## config.mk

```make
export PLATFORM = sky130hd
export DESIGN_NAME = ocf_top
export DESIGN_NICKNAME = d
export VERILOG_FILES = /design/src/core/ocf_pkg.sv /design/src/core/ocf_axi_slave.sv /design/src/core/ocf_channel.sv /design/src/core/ocf_top.sv
export SDC_FILE = /design/constraint.sdc
export NUM_CORES = 1
export LEC_CHECK = 0
export BUFFER_PORTS_ARGS = -buffer_cell sky130_fd_sc_hd__clkbuf_2
export CAP_MARGIN = 20
export CORE_MARGIN = 1.5
export CORE_UTILIZATION = 40
export DETAILED_ROUTE_END_ITERATION = 12
export SYNTH_ARGS = -nofsm -noshare
export SYNTH_HDL_FRONTEND = slang
export SYNTH_SLANG_ARGS = --single-unit
```

## constraint.sdc

```tcl
create_clock -name clk -period 14.9 [get_ports clk]
set_input_delay 2.235 -clock clk [delete_from_list [all_inputs] [get_ports clk]]
set_output_delay 2.235 -clock clk [all_outputs]
set_load 0.03 [all_outputs]
```

## src/core/ocf_pkg.sv

```systemverilog
// Purpose: Shared constants and types for the five-channel output-compare flag block
// Assumes: AXI4-Lite register access with 32-bit data
// Notes: Offsets are byte addresses of aligned words
package ocf_pkg;
    localparam int OCF_CHANNELS = 5;
    localparam int OCF_CMP_W = 16;
    localparam int OCF_ADDR_W = 8;
    // ----------------------------------------
    // Register offsets
    // ----------------------------------------
    localparam logic [7:0] OCF_OFF_FLAG = 8'h00;
    localparam logic [7:0] OCF_OFF_IRQEN = 8'h04;
    localparam logic [7:0] OCF_OFF_COUNT = 8'h08;
    localparam logic [7:0] OCF_OFF_CMP_BASE = 8'h10;
    localparam logic [7:0] OCF_OFF_CMP_END = 8'h24;
    localparam logic [15:0] OCF_CMP_RESET = 16'hffff;
    localparam logic [1:0] OCF_RESP_OKAY = 2'h0;
    localparam logic [1:0] OCF_RESP_SLVERR = 2'h2;
    localparam logic [3:0] OCF_STRB_LO = 4'h1;
    localparam logic [3:0] OCF_STRB_HI = 4'h2;

    typedef struct packed {
        logic [OCF_ADDR_W-1:0] addr;
        logic [31:0] data;
        logic [3:0] strb;
    } ocf_wreq_t;

    typedef enum logic [1:0] {
        OCF_W_IDLE = 2'b00,
        OCF_W_RESP = 2'b01
    } ocf_wstate_t;
endpackage

```

## src/core/ocf_axi_slave.sv

```systemverilog
// Purpose: AXI4-Lite slave front end producing single-cycle write and read strobes
// Assumes: One write and one read at a time
// Notes: Write answer two cycles after both channels taken, read answer two cycles after the address
//
// Our own choices: the address map and the AXI4-Lite register port.
`timescale 1ns/100ps
`default_nettype none
module ocf_axi_slave
    import ocf_pkg::*;
(
    input wire logic clk,
    input wire logic rst,
    input wire logic en,
    input wire logic [OCF_ADDR_W-1:0] awaddr,
    input wire logic awvalid,
    output logic awready,
    input wire logic [31:0] wdata,
    input wire logic [3:0] wstrb,
    input wire logic wvalid,
    output logic wready,
    output logic bvalid,
    output logic [1:0] bresp,
    input wire logic bready,
    input wire logic [OCF_ADDR_W-1:0] araddr,
    input wire logic arvalid,
    output logic arready,
    output logic [31:0] rdata,
    output logic [1:0] rresp,
    output logic rvalid,
    input wire logic rready,
    output logic wrStb,
    output ocf_wreq_t wrReq,
    input wire logic wrOk,
    output logic rdStb,
    output logic [OCF_ADDR_W-1:0] rdAddr,
    input wire logic [31:0] rdData,
    input wire logic rdOk
);
    ocf_wstate_t wst_q, wst_d;
    logic awHave_q, awHave_d, wHave_q, wHave_d;
    ocf_wreq_t req_q, req_d;
    logic stb_q, stb_d;
    logic bvalid_q, bvalid_d;
    logic [1:0] bresp_q, bresp_d;
    logic rvalid_q, rvalid_d;
    logic [31:0] rdata_q, rdata_d;
    logic [1:0] rresp_q, rresp_d;
    logic arPend_q, arPend_d;

    // ----------------------------------------
    // Write path: address and data in either order
    // ----------------------------------------
    always_comb
    begin
        wst_d = wst_q;
        awHave_d = awHave_q;
        wHave_d = wHave_q;
        req_d = req_q;
        stb_d = 1'b0;
        bvalid_d = bvalid_q;
        bresp_d = bresp_q;
        if (wst_q == OCF_W_IDLE)
        begin
            if (awvalid && !awHave_q)
            begin
                awHave_d = 1'b1;
                req_d.addr = awaddr;
            end
            if (wvalid && !wHave_q)
            begin
                wHave_d = 1'b1;
                req_d.data = wdata;
                req_d.strb = wstrb;
            end
            if (awHave_d && wHave_d)
            begin
                stb_d = 1'b1;
                wst_d = OCF_W_RESP;
            end
        end
        else
        begin
            if (stb_q)
            begin
                bvalid_d = 1'b1;
                bresp_d = wrOk ? OCF_RESP_OKAY : OCF_RESP_SLVERR;
            end
            else if (bvalid_q && bready)
            begin
                bvalid_d = 1'b0;
                awHave_d = 1'b0;
                wHave_d = 1'b0;
                wst_d = OCF_W_IDLE;
            end
        end
    end

    // ----------------------------------------
    // Read path: data captured the cycle after the address
    // ----------------------------------------
    always_comb
    begin
        arPend_d = 1'b0;
        rvalid_d = rvalid_q;
        rdata_d = rdata_q;
        rresp_d = rresp_q;
        if (arvalid && !rvalid_q && !arPend_q)
            arPend_d = 1'b1;
        if (arPend_q)
        begin
            rvalid_d = 1'b1;
            rdata_d = rdData;
            rresp_d = rdOk ? OCF_RESP_OKAY : OCF_RESP_SLVERR;
        end
        else if (rvalid_q && rready)
            rvalid_d = 1'b0;
    end

    always_ff @(posedge clk or posedge rst)
    begin
        if (rst)
        begin
            wst_q <= OCF_W_IDLE;
            awHave_q <= 1'b0;
            wHave_q <= 1'b0;
            req_q <= '0;
            stb_q <= 1'b0;
            bvalid_q <= 1'b0;
            bresp_q <= OCF_RESP_OKAY;
            rvalid_q <= 1'b0;
            rdata_q <= '0;
            rresp_q <= OCF_RESP_OKAY;
            arPend_q <= 1'b0;
            rdAddr <= '0;
        end
        else if (en)
        begin
            wst_q <= wst_d;
            awHave_q <= awHave_d;
            wHave_q <= wHave_d;
            req_q <= req_d;
            stb_q <= stb_d;
            bvalid_q <= bvalid_d;
            bresp_q <= bresp_d;
            rvalid_q <= rvalid_d;
            rdata_q <= rdata_d;
            rresp_q <= rresp_d;
            arPend_q <= arPend_d;
            if (arvalid && !rvalid_q && !arPend_q)
                rdAddr <= araddr;
        end
    end

    // Ready only while idle, so a held item is taken exactly once
    assign awready = en && (wst_q == OCF_W_IDLE) && !awHave_q;
    assign wready = en && (wst_q == OCF_W_IDLE) && !wHave_q;
    assign arready = en && !rvalid_q && !arPend_q;
    assign wrStb = stb_q;
    assign wrReq = req_q;
    assign rdStb = arPend_q;
    assign bvalid = bvalid_q;
    assign bresp = bresp_q;
    assign rvalid = rvalid_q;
    assign rdata = rdata_q;
    assign rresp = rresp_q;
endmodule
`default_nettype wire

```

## src/core/ocf_channel.sv

```systemverilog
// Purpose: One compare channel: compare value, inhibit and sticky match flag
// Assumes: Count is synchronous to clk
// Notes: High-byte write blocks comparison in the write cycle and the cycle after
`timescale 1ns/100ps
`default_nettype none
module ocf_channel
    import ocf_pkg::*;
#(
    parameter int W = OCF_CMP_W
)
(
    input wire logic clk,
    input wire logic rst,
    input wire logic en,
    input wire logic [W-1:0] count,
    input wire logic wrLo,
    input wire logic wrHi,
    input wire logic [W-1:0] wrData,
    input wire logic flagClr,
    output logic [W-1:0] compareValue,
    output logic matchFlag
);
    logic [W-1:0] cmp_q, cmp_d;
    logic inhibit_q, inhibit_d;
    logic flag_q, flag_d;
    logic hit;

    always_comb
    begin
        cmp_d = cmp_q;
        if (wrLo)
            cmp_d[7:0] = wrData[7:0];
        if (wrHi)
            cmp_d[W-1:8] = wrData[W-1:8];
        inhibit_d = wrHi;
        hit = (count == cmp_q) && !inhibit_q && !wrHi;
        flag_d = flag_q;
        if (flagClr)
            flag_d = 1'b0;
        if (hit)
            flag_d = 1'b1;
    end

    always_ff @(posedge clk or posedge rst)
    begin
        if (rst)
        begin
            cmp_q <= OCF_CMP_RESET;
            inhibit_q <= 1'b0;
            flag_q <= 1'b0;
        end
        else if (en)
        begin
            cmp_q <= cmp_d;
            inhibit_q <= inhibit_d;
            flag_q <= flag_d;
        end
    end

    assign compareValue = cmp_q;
    assign matchFlag = flag_q;
endmodule
`default_nettype wire

```

## src/core/ocf_top.sv

```systemverilog
// Purpose: Five output-compare channels with match flags, enables and interrupt
// Assumes: Free-running count arrives from logic on the same clock
// Notes: Flag register is write-one-to-clear; irq is a registered level
`timescale 1ns/100ps
`default_nettype none
// Operation
// - A configured channel acts on every match, not only the first.
// - A channel's match flag is set whenever its compare value equals the count, except while a high-byte compare write blocks comparison.
// - Writing a one to a flag bit clears that channel's flag.
// - The interrupt enable does not change how the flag sets or clears.
// - With enable at zero the channel raises no interrupt request.
// - With enable at one a set flag raises the interrupt request.
// - There are five independent channels, each with its own flag and enable.
// - A high-byte compare write blocks that channel's comparison in the write cycle and the cycle after.
// - Compare values are 16 bits, compared in full against the 16-bit count.
module ocf_top
    import ocf_pkg::*;
#(
    parameter int N = OCF_CHANNELS
)
(
    input wire logic clk,
    input wire logic rst,
    input wire logic en,
    input wire logic [OCF_CMP_W-1:0] freeRunningCount,
    input wire logic [OCF_ADDR_W-1:0] awaddr,
    input wire logic awvalid,
    output logic awready,
    input wire logic [31:0] wdata,
    input wire logic [3:0] wstrb,
    input wire logic wvalid,
    output logic wready,
    output logic bvalid,
    output logic [1:0] bresp,
    input wire logic bready,
    input wire logic [OCF_ADDR_W-1:0] araddr,
    input wire logic arvalid,
    output logic arready,
    output logic [31:0] rdata,
    output logic [1:0] rresp,
    output logic rvalid,
    input wire logic rready,
    output logic compareIrq
);
    logic wrStb, rdStb, wrOk, rdOk;
    ocf_wreq_t wrReq;
    logic [OCF_ADDR_W-1:0] rdAddr;
    logic [31:0] rdData;
    logic [N-1:0] matchFlag, flagClr, wrLo, wrHi;
    logic [OCF_CMP_W-1:0] cmpVal [N];
    logic [N-1:0] irqEn_q, irqEn_d;
    logic irq_q, irq_d;

    ocf_axi_slave u_bus (
        .clk(clk), .rst(rst), .en(en),
        .awaddr(awaddr), .awvalid(awvalid), .awready(awready),
        .wdata(wdata), .wstrb(wstrb), .wvalid(wvalid), .wready(wready),
        .bvalid(bvalid), .bresp(bresp), .bready(bready),
        .araddr(araddr), .arvalid(arvalid), .arready(arready),
        .rdata(rdata), .rresp(rresp), .rvalid(rvalid), .rready(rready),
        .wrStb(wrStb), .wrReq(wrReq), .wrOk(wrOk),
        .rdStb(rdStb), .rdAddr(rdAddr), .rdData(rdData), .rdOk(rdOk)
    );

    // ----------------------------------------
    // Write decode
    // ----------------------------------------
    always_comb
    begin
        flagClr = '0;
        wrLo = '0;
        wrHi = '0;
        irqEn_d = irqEn_q;
        wrOk = 1'b1;
        if (wrStb && wrReq.addr == OCF_OFF_FLAG)
            flagClr = wrReq.strb[0] ? wrReq.data[N-1:0] : '0;
        else if (wrStb && wrReq.addr == OCF_OFF_IRQEN)
        begin
            if (wrReq.strb[0])
                irqEn_d = wrReq.data[N-1:0];
        end
        else if (wrStb && wrReq.addr == OCF_OFF_COUNT)
            wrOk = 1'b1;
        else if (wrStb && wrReq.addr >= OCF_OFF_CMP_BASE && wrReq.addr < OCF_OFF_CMP_END
                 && wrReq.addr[1:0] == 2'h0)
        begin
            for (int i = 0; i < N; i++)
                if (wrReq.addr == OCF_OFF_CMP_BASE + OCF_ADDR_W'(4 * i))
                begin
                    wrLo[i] = |(wrReq.strb & OCF_STRB_LO);
                    wrHi[i] = |(wrReq.strb & OCF_STRB_HI);
                end
        end
        else if (wrStb)
            wrOk = 1'b0;
    end

    // ----------------------------------------
    // Channels
    // ----------------------------------------
    for (genvar g = 0; g < N; g++)
    begin : gCh
        // Enable is not wired in: flags behave the same polled or interrupt driven
        ocf_channel #(.W(OCF_CMP_W)) u_ch (
            .clk(clk), .rst(rst), .en(en),
            .count(freeRunningCount),
            .wrLo(wrLo[g]), .wrHi(wrHi[g]),
            .wrData(wrReq.data[OCF_CMP_W-1:0]),
            .flagClr(flagClr[g]),
            .compareValue(cmpVal[g]),
            .matchFlag(matchFlag[g])
        );
    end

    // ----------------------------------------
    // Read decode
    // ----------------------------------------
    always_comb
    begin
        rdData = '0;
        rdOk = 1'b1;
        if (rdAddr == OCF_OFF_FLAG)
            rdData[N-1:0] = matchFlag;
        else if (rdAddr == OCF_OFF_IRQEN)
            rdData[N-1:0] = irqEn_q;
        else if (rdAddr == OCF_OFF_COUNT)
            rdData[OCF_CMP_W-1:0] = freeRunningCount;
        else if (rdAddr >= OCF_OFF_CMP_BASE && rdAddr < OCF_OFF_CMP_END && rdAddr[1:0] == 2'h0)
        begin
            for (int i = 0; i < N; i++)
                if (rdAddr == OCF_OFF_CMP_BASE + OCF_ADDR_W'(4 * i))
                    rdData[OCF_CMP_W-1:0] = cmpVal[i];
        end
        else
            rdOk = 1'b0;
    end

    // ----------------------------------------
    // Interrupt
    // ----------------------------------------
    always_comb
    begin
        irq_d = |(matchFlag & irqEn_q);
    end

    always_ff @(posedge clk or posedge rst)
    begin
        if (rst)
        begin
            irqEn_q <= '0;
            irq_q <= 1'b0;
        end
        else if (en)
        begin
            irqEn_q <= irqEn_d;
            irq_q <= irq_d;
        end
    end

    assign compareIrq = irq_q;
endmodule
`default_nettype wire

```

==> results.ini, run 1 <==
[sta]
slew_headroom=0.209
drv_slew=0
hold_ws_ns=0.480
worst_clock_skew_ns=0.0110
fin_crit_ns=5.63
timing.fmax_mhz=178
tns_ns=0
finalCritPeriodShare=0.378
worstMarginPinSlew_ns=1.18
grt_setup_unrepaired=false
worst_slack_ns=9.27
hold_viol=0
setup_viol=0

[drt]
drtIter0Drc=541
wire_per_inst_um=21.8
routed_via_density=5.68
drc=0
firstDrtPassIters=5
ant_nets=0
vias=5939
wirelength_um=22800

[power_and_ir_drop]
power_mw=1.32
power_density_nw_per_um2=144
ir_drop_v=0.0000733
power.leakage_nw=3.95

[setup_path]
critPathTopFamily=buffers and inverters
r2r-end=u_bus.rdata[3]
r2r.worst_path.cells=5
critPathMostFrequentCell=clkbuf_2
crit_fanout=16
startpoint_type=primary input
crit_buf_inv=3
r2r_slack_ns=12.19
cp-end-kind=output port
critical_path_required_ns=12.66
slowest_stage=nor3_1
slowest_delay_ns=0.32
crit_chain=clkbuf_2 -> inv_1 -> nor3_1 -> clkbuf_2
crit_type=in2out
crit_arrival_ns=3.39
r2r-start=u_bus.rdAddr[1]

[synth]
synthTopCellsByArea=dfstp_2, dfrtp_1, mux2_2
ys_seq_elements=155
synth_edf_count=0
ys_types=52
synth_top_area_share=0.260
synthFlopType=dfstp_2
syn_area_um2=8080
syn_area_per_cell_um2=11.4
async_flop_share=1.00
ys_warn_count=0
synth_cells=710
seq_area_frac_synth=0.492
yosysTopAreaCell=dfstp_2

[clock_tree]
post_cts_buffers=0
clock-root-buffer=clkbuf_16
cts_inserted_buffers=17
clkTransAtPathRegs_ns=0.06
tritoncts=done
htreeDepth=4
holdBufCountCts=0
cts_resized=0
cts_sinks=155
cts.path.max_buffers=2
clk_latency_ns=0.44

[min_path]
hold_path.class=reg2reg
holdPathEnd=u_bus.bresp[1]
whs_path_depth=1
hold_start=u_bus.bresp[1]

[cells_and_area]
area_growth_pct=13.8
stdcell_area_um2=9200
fillers=1856
fin_nets=843
drive_gt1_frac=0.418
multi_input_area_um2=3800
register_area_um2=3980
num_antenna_cells=0

[global_routing]
grt_max_degree=80
antenna_found_initial=0
grt_usage=0.220
grt_pass1_wl_um=35200
overflow=0
grt_pass1_vias=6087

[placement]
placed_area_um2=8600
io_buffers=81
gp_congestion=0.858
preCtsSetupSlack_ns=9.28
hpwlAfterDp_um=15800

[die]
num_rows=51
io_pins=118
die_h_um=145
coreArea_um2=19700
die_area_um2=21100
start_util=0.411
die_width_um=145

[flow_run]
drv_cap=0

[outcome]
status=finished, final reports clean

worst max-delay path by stage:
stage	from	endpoint	slack, ns	depth (start not counted)
2_1_floorplan	rst	compareIrq	8.62	1
3_3_place_gp	en	arready	9.34	4
3_5_place_dp	en	arready	9.28	4
4_1_cts	en	arready	9.28	4
5_1_grt	en	arready	9.19	4
6_report	en	arready	9.27	4
metal layers:
metal  GRT usage  part of all wire  wire, µm
met1       0.295              0.43      9820
met2       0.350              0.48     10900
met3      0.0450             0.064      1470
met4      0.0821             0.028       632
met5           0                 0         0
kinds of logic (layout without fill, tap and decap cells):
family          after synthesis  in the layout  synth area share
simple gates                132            132            0.0932
mux                         111            111             0.161
other cells                   1             18          0.000464
xor+xnor                     80             80            0.0867
buf+inv                      75            128            0.0457
compound gates              156            156             0.120
flops                       155            155             0.492
cells in the mapped netlist, drive strengths merged (4+ instances only):
cell    number
nand4        9
o21ai       33
nand2       31
nor3        13
o22ai       14
dfrtp       75
nor2        17
inv          9
and3         5
nand2b       4
dfstp       80
xor2        57
nand3        6
a31oi        4
mux2       109
xnor2       23
and2         6
buf         29
nor2b        8
clkbuf      37
o31ai       14
a21o         6
nor4        21
a21oi       43
a22oi       28
a221oi       4
report_power, final:
group	internal [mW]	switching [mW]	leakage (nW)	total [mW]
sequential	0.498	0.105	1.78	0.603
combinational	0.109	0.171	1.87	0.280
clock	0.247	0.192	0.296	0.439
total	0.855	0.468	3.95	1.32
stage by stage:
step / utilization / std cells
4_1_cts: 0.468 / 1045
5_1_grt: 0.468 / 1045
2_1_floorplan: - / 727
6_report: 0.468 / 1045
3_3_place_gp: 0.438 / 1013
3_5_place_dp: 0.438 / 1013
layout by cell type (no fill, tap or decap), types with 7 or more instances in the layout:
cell type,netlist,layout
dfrtp_1,75,75
nor4_1,20,20
xor2_1,57,57
mux2_2,101,101
inv_1,9,8
clkbuf_16,0,18
conb_1,1,18
dfstp_2,80,80
inv_6,0,8
nand2_1,30,30
xnor2_1,23,23
mux2_4,8,8
a22oi_1,28,28
nor2b_1,8,7
o22ai_1,14,14
nand4_1,9,9
o21ai_0,32,32
clkbuf_2,0,81
nor2_1,15,15
a21oi_1,43,43
o31ai_1,14,14
nor3_2,7,7
layout make-up:
| type | count | area share |
|---|---|---|
| Tap cell | 265 | 0.0360 |
| Timing Repair Buffer | 87 | 0.0490 |
| Multi-Input combinational cell | 497 | 0.413 |
| Clock inverter | 14 | 0.0162 |
| Clock buffer | 18 | 0.0490 |
| Sequential cell | 155 | 0.433 |
| Inverter | 9 | 0.00422 |
flip-flops by register name (all words and copies together), names as in the netlist, 5 cells and up:
register and cells:
gCh.u_ch.compareValue 80, gCh.u_ch.inhibit_q 5, gCh.u_ch.matchFlag 5, irqEn_q 5
u_bus.rdAddr 8, u_bus.rdata 16, u_bus.wrReq 26
Note: power is estimated with default switching activity, not from simulation.
==> inputs of run 2 (changes only) <==
==> constraint.sdc (replaced) <==
create_clock -name clk -period 5.64 [get_ports clk]
set_input_delay 0.846 -clock clk [delete_from_list [all_inputs] [get_ports clk]]
set_output_delay 0.846 -clock clk [all_outputs]
set_load 0.03 [all_outputs]
==> results.ini, run 2 (same netlist as run 1, synthesis figures left out) <==
[cells_and_area]
fin_nets=844
area_growth_pct=14.8
num_antenna_cells=0
finalNonFillerCells=1046
fillers=1878
final_cell_mix=mux2_2, clkbuf_2, dfstp_2, dfrtp_1, xor2_1
mostFrequentLayoutCell=mux2_2
drive_gt1_frac=0.419
largest_register_ffs=80
finish.utilization=0.472

[die]
die_width_um=145
coreArea_um2=19700
num_rows=51
io_pins=118
die_area_um2=21100
start_util=0.411
die_h_um=145

[power_and_ir_drop]
ir_drop_v=0.000198
power.leakage_nw=3.98
combPwrFrac=0.205
power_frac_seq=0.440
p_int_mw=2.41
p_clk_frac=0.355
power_density_nw_per_um2=390
p_sw_frac=0.332
power_mw=3.61
p_sw_mw=1.20

[global_routing]
grt_max_degree=63
grt_pass1_wl_um=35000
grt_pass1_vias=5987
antenna_found_initial=0
grt_usage=0.219
overflow=0

[sta]
worstMarginPinSlew_ns=1.10
drv_slew=0
worst_clock_skew_ns=0.00807
hold_ws_ns=0.482
fin_crit_ns=2.84
tns_ns=0
timing.fmax_mhz=352
setup_viol=0
slew_headroom=0.261
finalCritPeriodShare=0.503
grt_setup_unrepaired=false
hold_viol=0

[clock_tree]
post_cts_buffers=0
clkTransAtPathRegs_ns=0.06
tritoncts=done
htreeDepth=4
holdBufCountCts=0
cts.path.max_buffers=2
cts_inserted_buffers=17
cts_sinks=155
cts_resized=0
clock-root-buffer=clkbuf_16
clk_latency_ns=0.43

[placement]
gp_congestion=0.871
io_buffers=81
numPlacedInstances=1014
hpwlAfterDp_um=15900

[setup_path]
critPathLaunch=en
crit_fanout=16
cp-end-kind=output port
critical_path_required_ns=4.79
startpoint_type=primary input
crit_arrival_ns=1.99
r2r-start=u_bus.rdAddr[1]
crit_type=in2out

[drt]
ant_nets=0
routed_via_density=5.75
firstDrtPassIters=5
drc=0
wirelength_um=22900
wire_per_inst_um=21.9
drtIter0Drc=586
vias=6016

[outcome]
status=finished, final reports clean

[min_path]
hold_path.class=in2async

[flow_run]
drv_cap=0

==> run 2: cell count changes in the layout (fill, tap and decap cells not counted), sizes merged <==
cell	change
clkbuf	+2
bufinv	+3
buf	+1
clkinvlp	+3
inv	-8
==> run 2: power by group through the flow <==
stage	clock network [mW]	registers [mW]	logic [mW]
5_1_grt	1.35	1.62	0.797
2_1_floorplan	0	1.52	0.532
3_3_place_gp	0	1.58	0.717
3_5_place_dp	0	1.60	0.733
4_1_cts	1.30	1.59	0.737
6_report	1.28	1.59	0.741
==> run 2: critical path: stages <==
cell and delay [ns]:
clkbuf_2 0.29, inv_1 0.30, nor3_1 0.31, clkbuf_2 0.25
==> run 2: metrics by stage <==
| stage | worst slack [ns] | area (µm²) |
|---|---|---|
| 3_3_place_gp | 2.84 | 8610 |
| 4_1_cts | 2.80 | 9280 |
| 3_5_place_dp | 2.81 | 8610 |
| 2_1_floorplan | 0.748 | 8150 |
| 6_report | 2.80 | 9280 |
| 5_1_grt | 2.69 | 9280 |
==> run 2: area by class of cell <==
type | count | area (µm²) | share of cell area
clock inverters | 12 | 183 | 0.0197
repair buffers | 88 | 458 | 0.0494
inverters | 9 | 38.8 | 0.00418
well taps | 265 | 332 | 0.0357
clock buffers | 20 | 489 | 0.0527
multi-input cells | 497 | 3800 | 0.410
flip-flops and latches | 155 | 3980 | 0.429
==> run 2: path summary, 6_finish.rpt <==
check	end	slack [ns]	cells past startpoint
min in group clk	u_bus.bresp[1]	0.49	1
min reg2reg	u_bus.bresp[1]	0.49	1
min	u_bus.wrReq[9]	0.48	2
max in group asynchronous	u_bus.wrReq[42]	3.94	3
max	arready	2.80	4
max reg2reg	u_bus.rdata[3]	2.94	5
==> run 2: per-layer routing <==
metal / vias to the layer above / GRT usage / wire [µm]
met3: 49 / 0.0497 / 1430
met1: 3069 / 0.292 / 10100
met5: - / 0 / 0
li1: 2654 / - / -
met2: 244 / 0.339 / 10600
met4: 0 / 0.0990 / 800
==> inputs of run 3 (changes only) <==
--- a/config.mk
+++ b/config.mk
@@ -5,6 +5,7 @@
 export SDC_FILE = /design/constraint.sdc
 export NUM_CORES = 1
 export LEC_CHECK = 0
+export ABC_AREA = 1
 export BUFFER_PORTS_ARGS = -buffer_cell sky130_fd_sc_hd__clkbuf_2
 export CAP_MARGIN = 20
 export CORE_MARGIN = 1.5
==> constraint.sdc (replaced) <==
create_clock -name clk -period 2.43 [get_ports clk]
set_input_delay 0.3645 -clock clk [delete_from_list [all_inputs] [get_ports clk]]
set_output_delay 0.3645 -clock clk [all_outputs]
set_load 0.03 [all_outputs]
==> results.ini, run 3 <==
[drt]
ant_nets=0
drc=0
firstDrtPassIters=5
wirelength_um=24100
vias=7481
routed_via_density=5.07
drtIter0Drc=702
wire_per_inst_um=16.3

[synth]
ys_seq_elements=155
syn_area_um2=8490
async_flop_share=1.00
yosysTopAreaCell=dfstp_2
synth_edf_count=0
syn_area_per_cell_um2=7.67
ys_types=43
synth_cells=1107
ys_top_cells_by_count=nand2_1, inv_1, nor2_1
ys_warn_count=0
yosys.cell_count.top_type=nand2_1
synthFlopType=dfstp_2
synthTopCellsByArea=dfstp_2, dfrtp_1, nand2_1
synth_top_area_share=0.248
seq_area_frac_synth=0.469

[power_and_ir_drop]
power_density_nw_per_um2=801
ir_drop_v=0.000517
power.leakage_nw=4.67

[setup_path]
crit_fanout=25
r2r-start=u_bus.rdAddr[5]
critPathLaunch=u_bus.rdAddr[5]
startpoint_type=flop
cp-end-kind=flop
crit_arrival_ns=2.35
r2r-end=u_bus.rdata[1]
critical_path_required_ns=2.82
crit_type=reg2reg
r2r.worst_path.cells=10
r2r_slack_ns=0.47
worstSetupEndpoint=u_bus.rdata[1]

[sta]
finalCritPeriodShare=0.807
slew_headroom=0.541
worstMarginPinSlew_ns=0.688
drv_slew=0
hold_viol=0
fin_crit_ns=1.96
tns_ns=0
timing.fmax_mhz=510
worst_slack_ns=0.470
setup_viol=0
worst_clock_skew_ns=0.00985
grt_setup_unrepaired=false

[clock_tree]
clkTransAtPathRegs_ns=0.07
holdBufCountCts=0
tritoncts=done
cts_sinks=155
post_cts_buffers=0
cts.path.max_buffers=2
cts_resized=0
clock-root-buffer=clkbuf_16
cts_inserted_buffers=17
clk_latency_ns=0.44
htreeDepth=4

[min_path]
hold_path.class=in2async

[flow_run]
drv_cap=0

[die]
start_util=0.406
num_rows=53
die_h_um=149
coreArea_um2=20900
die_width_um=149
io_pins=118
die_area_um2=22100

[placement]
gp_congestion=0.893
io_buffers=81
hpwlAfterDp_um=17800
placed_area_um2=9130
preCtsSetupSlack_ns=0.484

[global_routing]
grt_usage=0.228
grt_pass1_wl_um=38300
grt_pass1_vias=6949
grt_max_degree=101
overflow=0
antenna_found_initial=1

[outcome]
status=finished, final reports clean

[cells_and_area]
largest_register_ffs=80
fin_nets=1264
fillers=2138
stdcell_area_um2=9780
final_cell_mix=nand2_1, inv_1, nor2_1, clkbuf_2, dfstp_2
mostFrequentLayoutCell=nand2_1
area_growth_pct=15.2
drive_gt1_frac=0.213
num_antenna_cells=0

## run 3: metrics by stage
stage               total power [mW]  cells  hold WS, ns  utilization
finish                          7.84   1476       0.0874        0.468
global route                    8.24   1476        0.129        0.468
CTS                             7.88   1476        0.108        0.468
detailed placement              4.89   1444        0.467        0.437
global placement                4.85   1444        0.464        0.437
floorplan                       4.36   1124        0.450            -
## run 3: final cells by class
type                       count  area (µm²)  area share
sequential                   155        3980       0.407
multi-input combinational    788        3780       0.386
timing repair buffer          98         546      0.0558
inverter                     128         484      0.0495
clock buffer                  21         460      0.0471
tap                          275         344      0.0352
clock inverter                11         193      0.0197
## run 3: power breakdown
group          leakage, nW  internal [mW]  switching [mW]
Clock                0.313           1.88            1.11
Combinational         2.60          0.426            1.11
Sequential            1.75           3.00           0.319
Total                 4.67           5.30            2.54
## run 3: worst min-delay path by stage
stage	from	end	slack (ns)	cells past startpoint
global route	rst	irqEn_q[3]	0.13	3
floorplan	gCh[1].u_ch.inhibit_q	gCh[1].u_ch.inhibit_q	0.45	2
detailed placement	u_bus.rdata[13]	u_bus.rdata[13]	0.47	2
global placement	gCh[4].u_ch.compareValue[13]	gCh[4].u_ch.compareValue[13]	0.46	2
finish	rst	irqEn_q[3]	0.09	3
CTS	rst	irqEn_q[3]	0.11	3
## run 3: worst max-delay path, stage by stage (launching register included)
cell      delay (ns)
dfrtp_1         0.40
inv_2           0.08
nand2_1         0.05
nor2_1          0.11
buf_4           0.29
nand2_1         0.37
o21ai_0         0.26
o21bai_1        0.11
nand2_1         0.11
nand2_1         0.07
nand2_1         0.05
## run 3: logic make-up (layout without fill, tap and decap cells)
| kind of cell | count (synthesis) | after routing | synth area share |
|---|---|---|---|
| DFF | 155 | 155 | 0.469 |
| muxes | 6 | 6 | 0.00796 |
| xor gates and xnor gates | 25 | 25 | 0.0258 |
| and+or+nand+nor | 530 | 530 | 0.267 |
| other | 1 | 18 | 0.000442 |
| AOI/OAI and AO/OA | 209 | 209 | 0.136 |
| buffers and inverters | 181 | 258 | 0.0939 |
## run 3: layer usage
layer | routed length [µm] | GRT usage
met5 | 11 | 0
met4 | 552 | 0.0797
met3 | 1640 | 0.0506
met2 | 10400 | 0.333
met1 | 11500 | 0.333
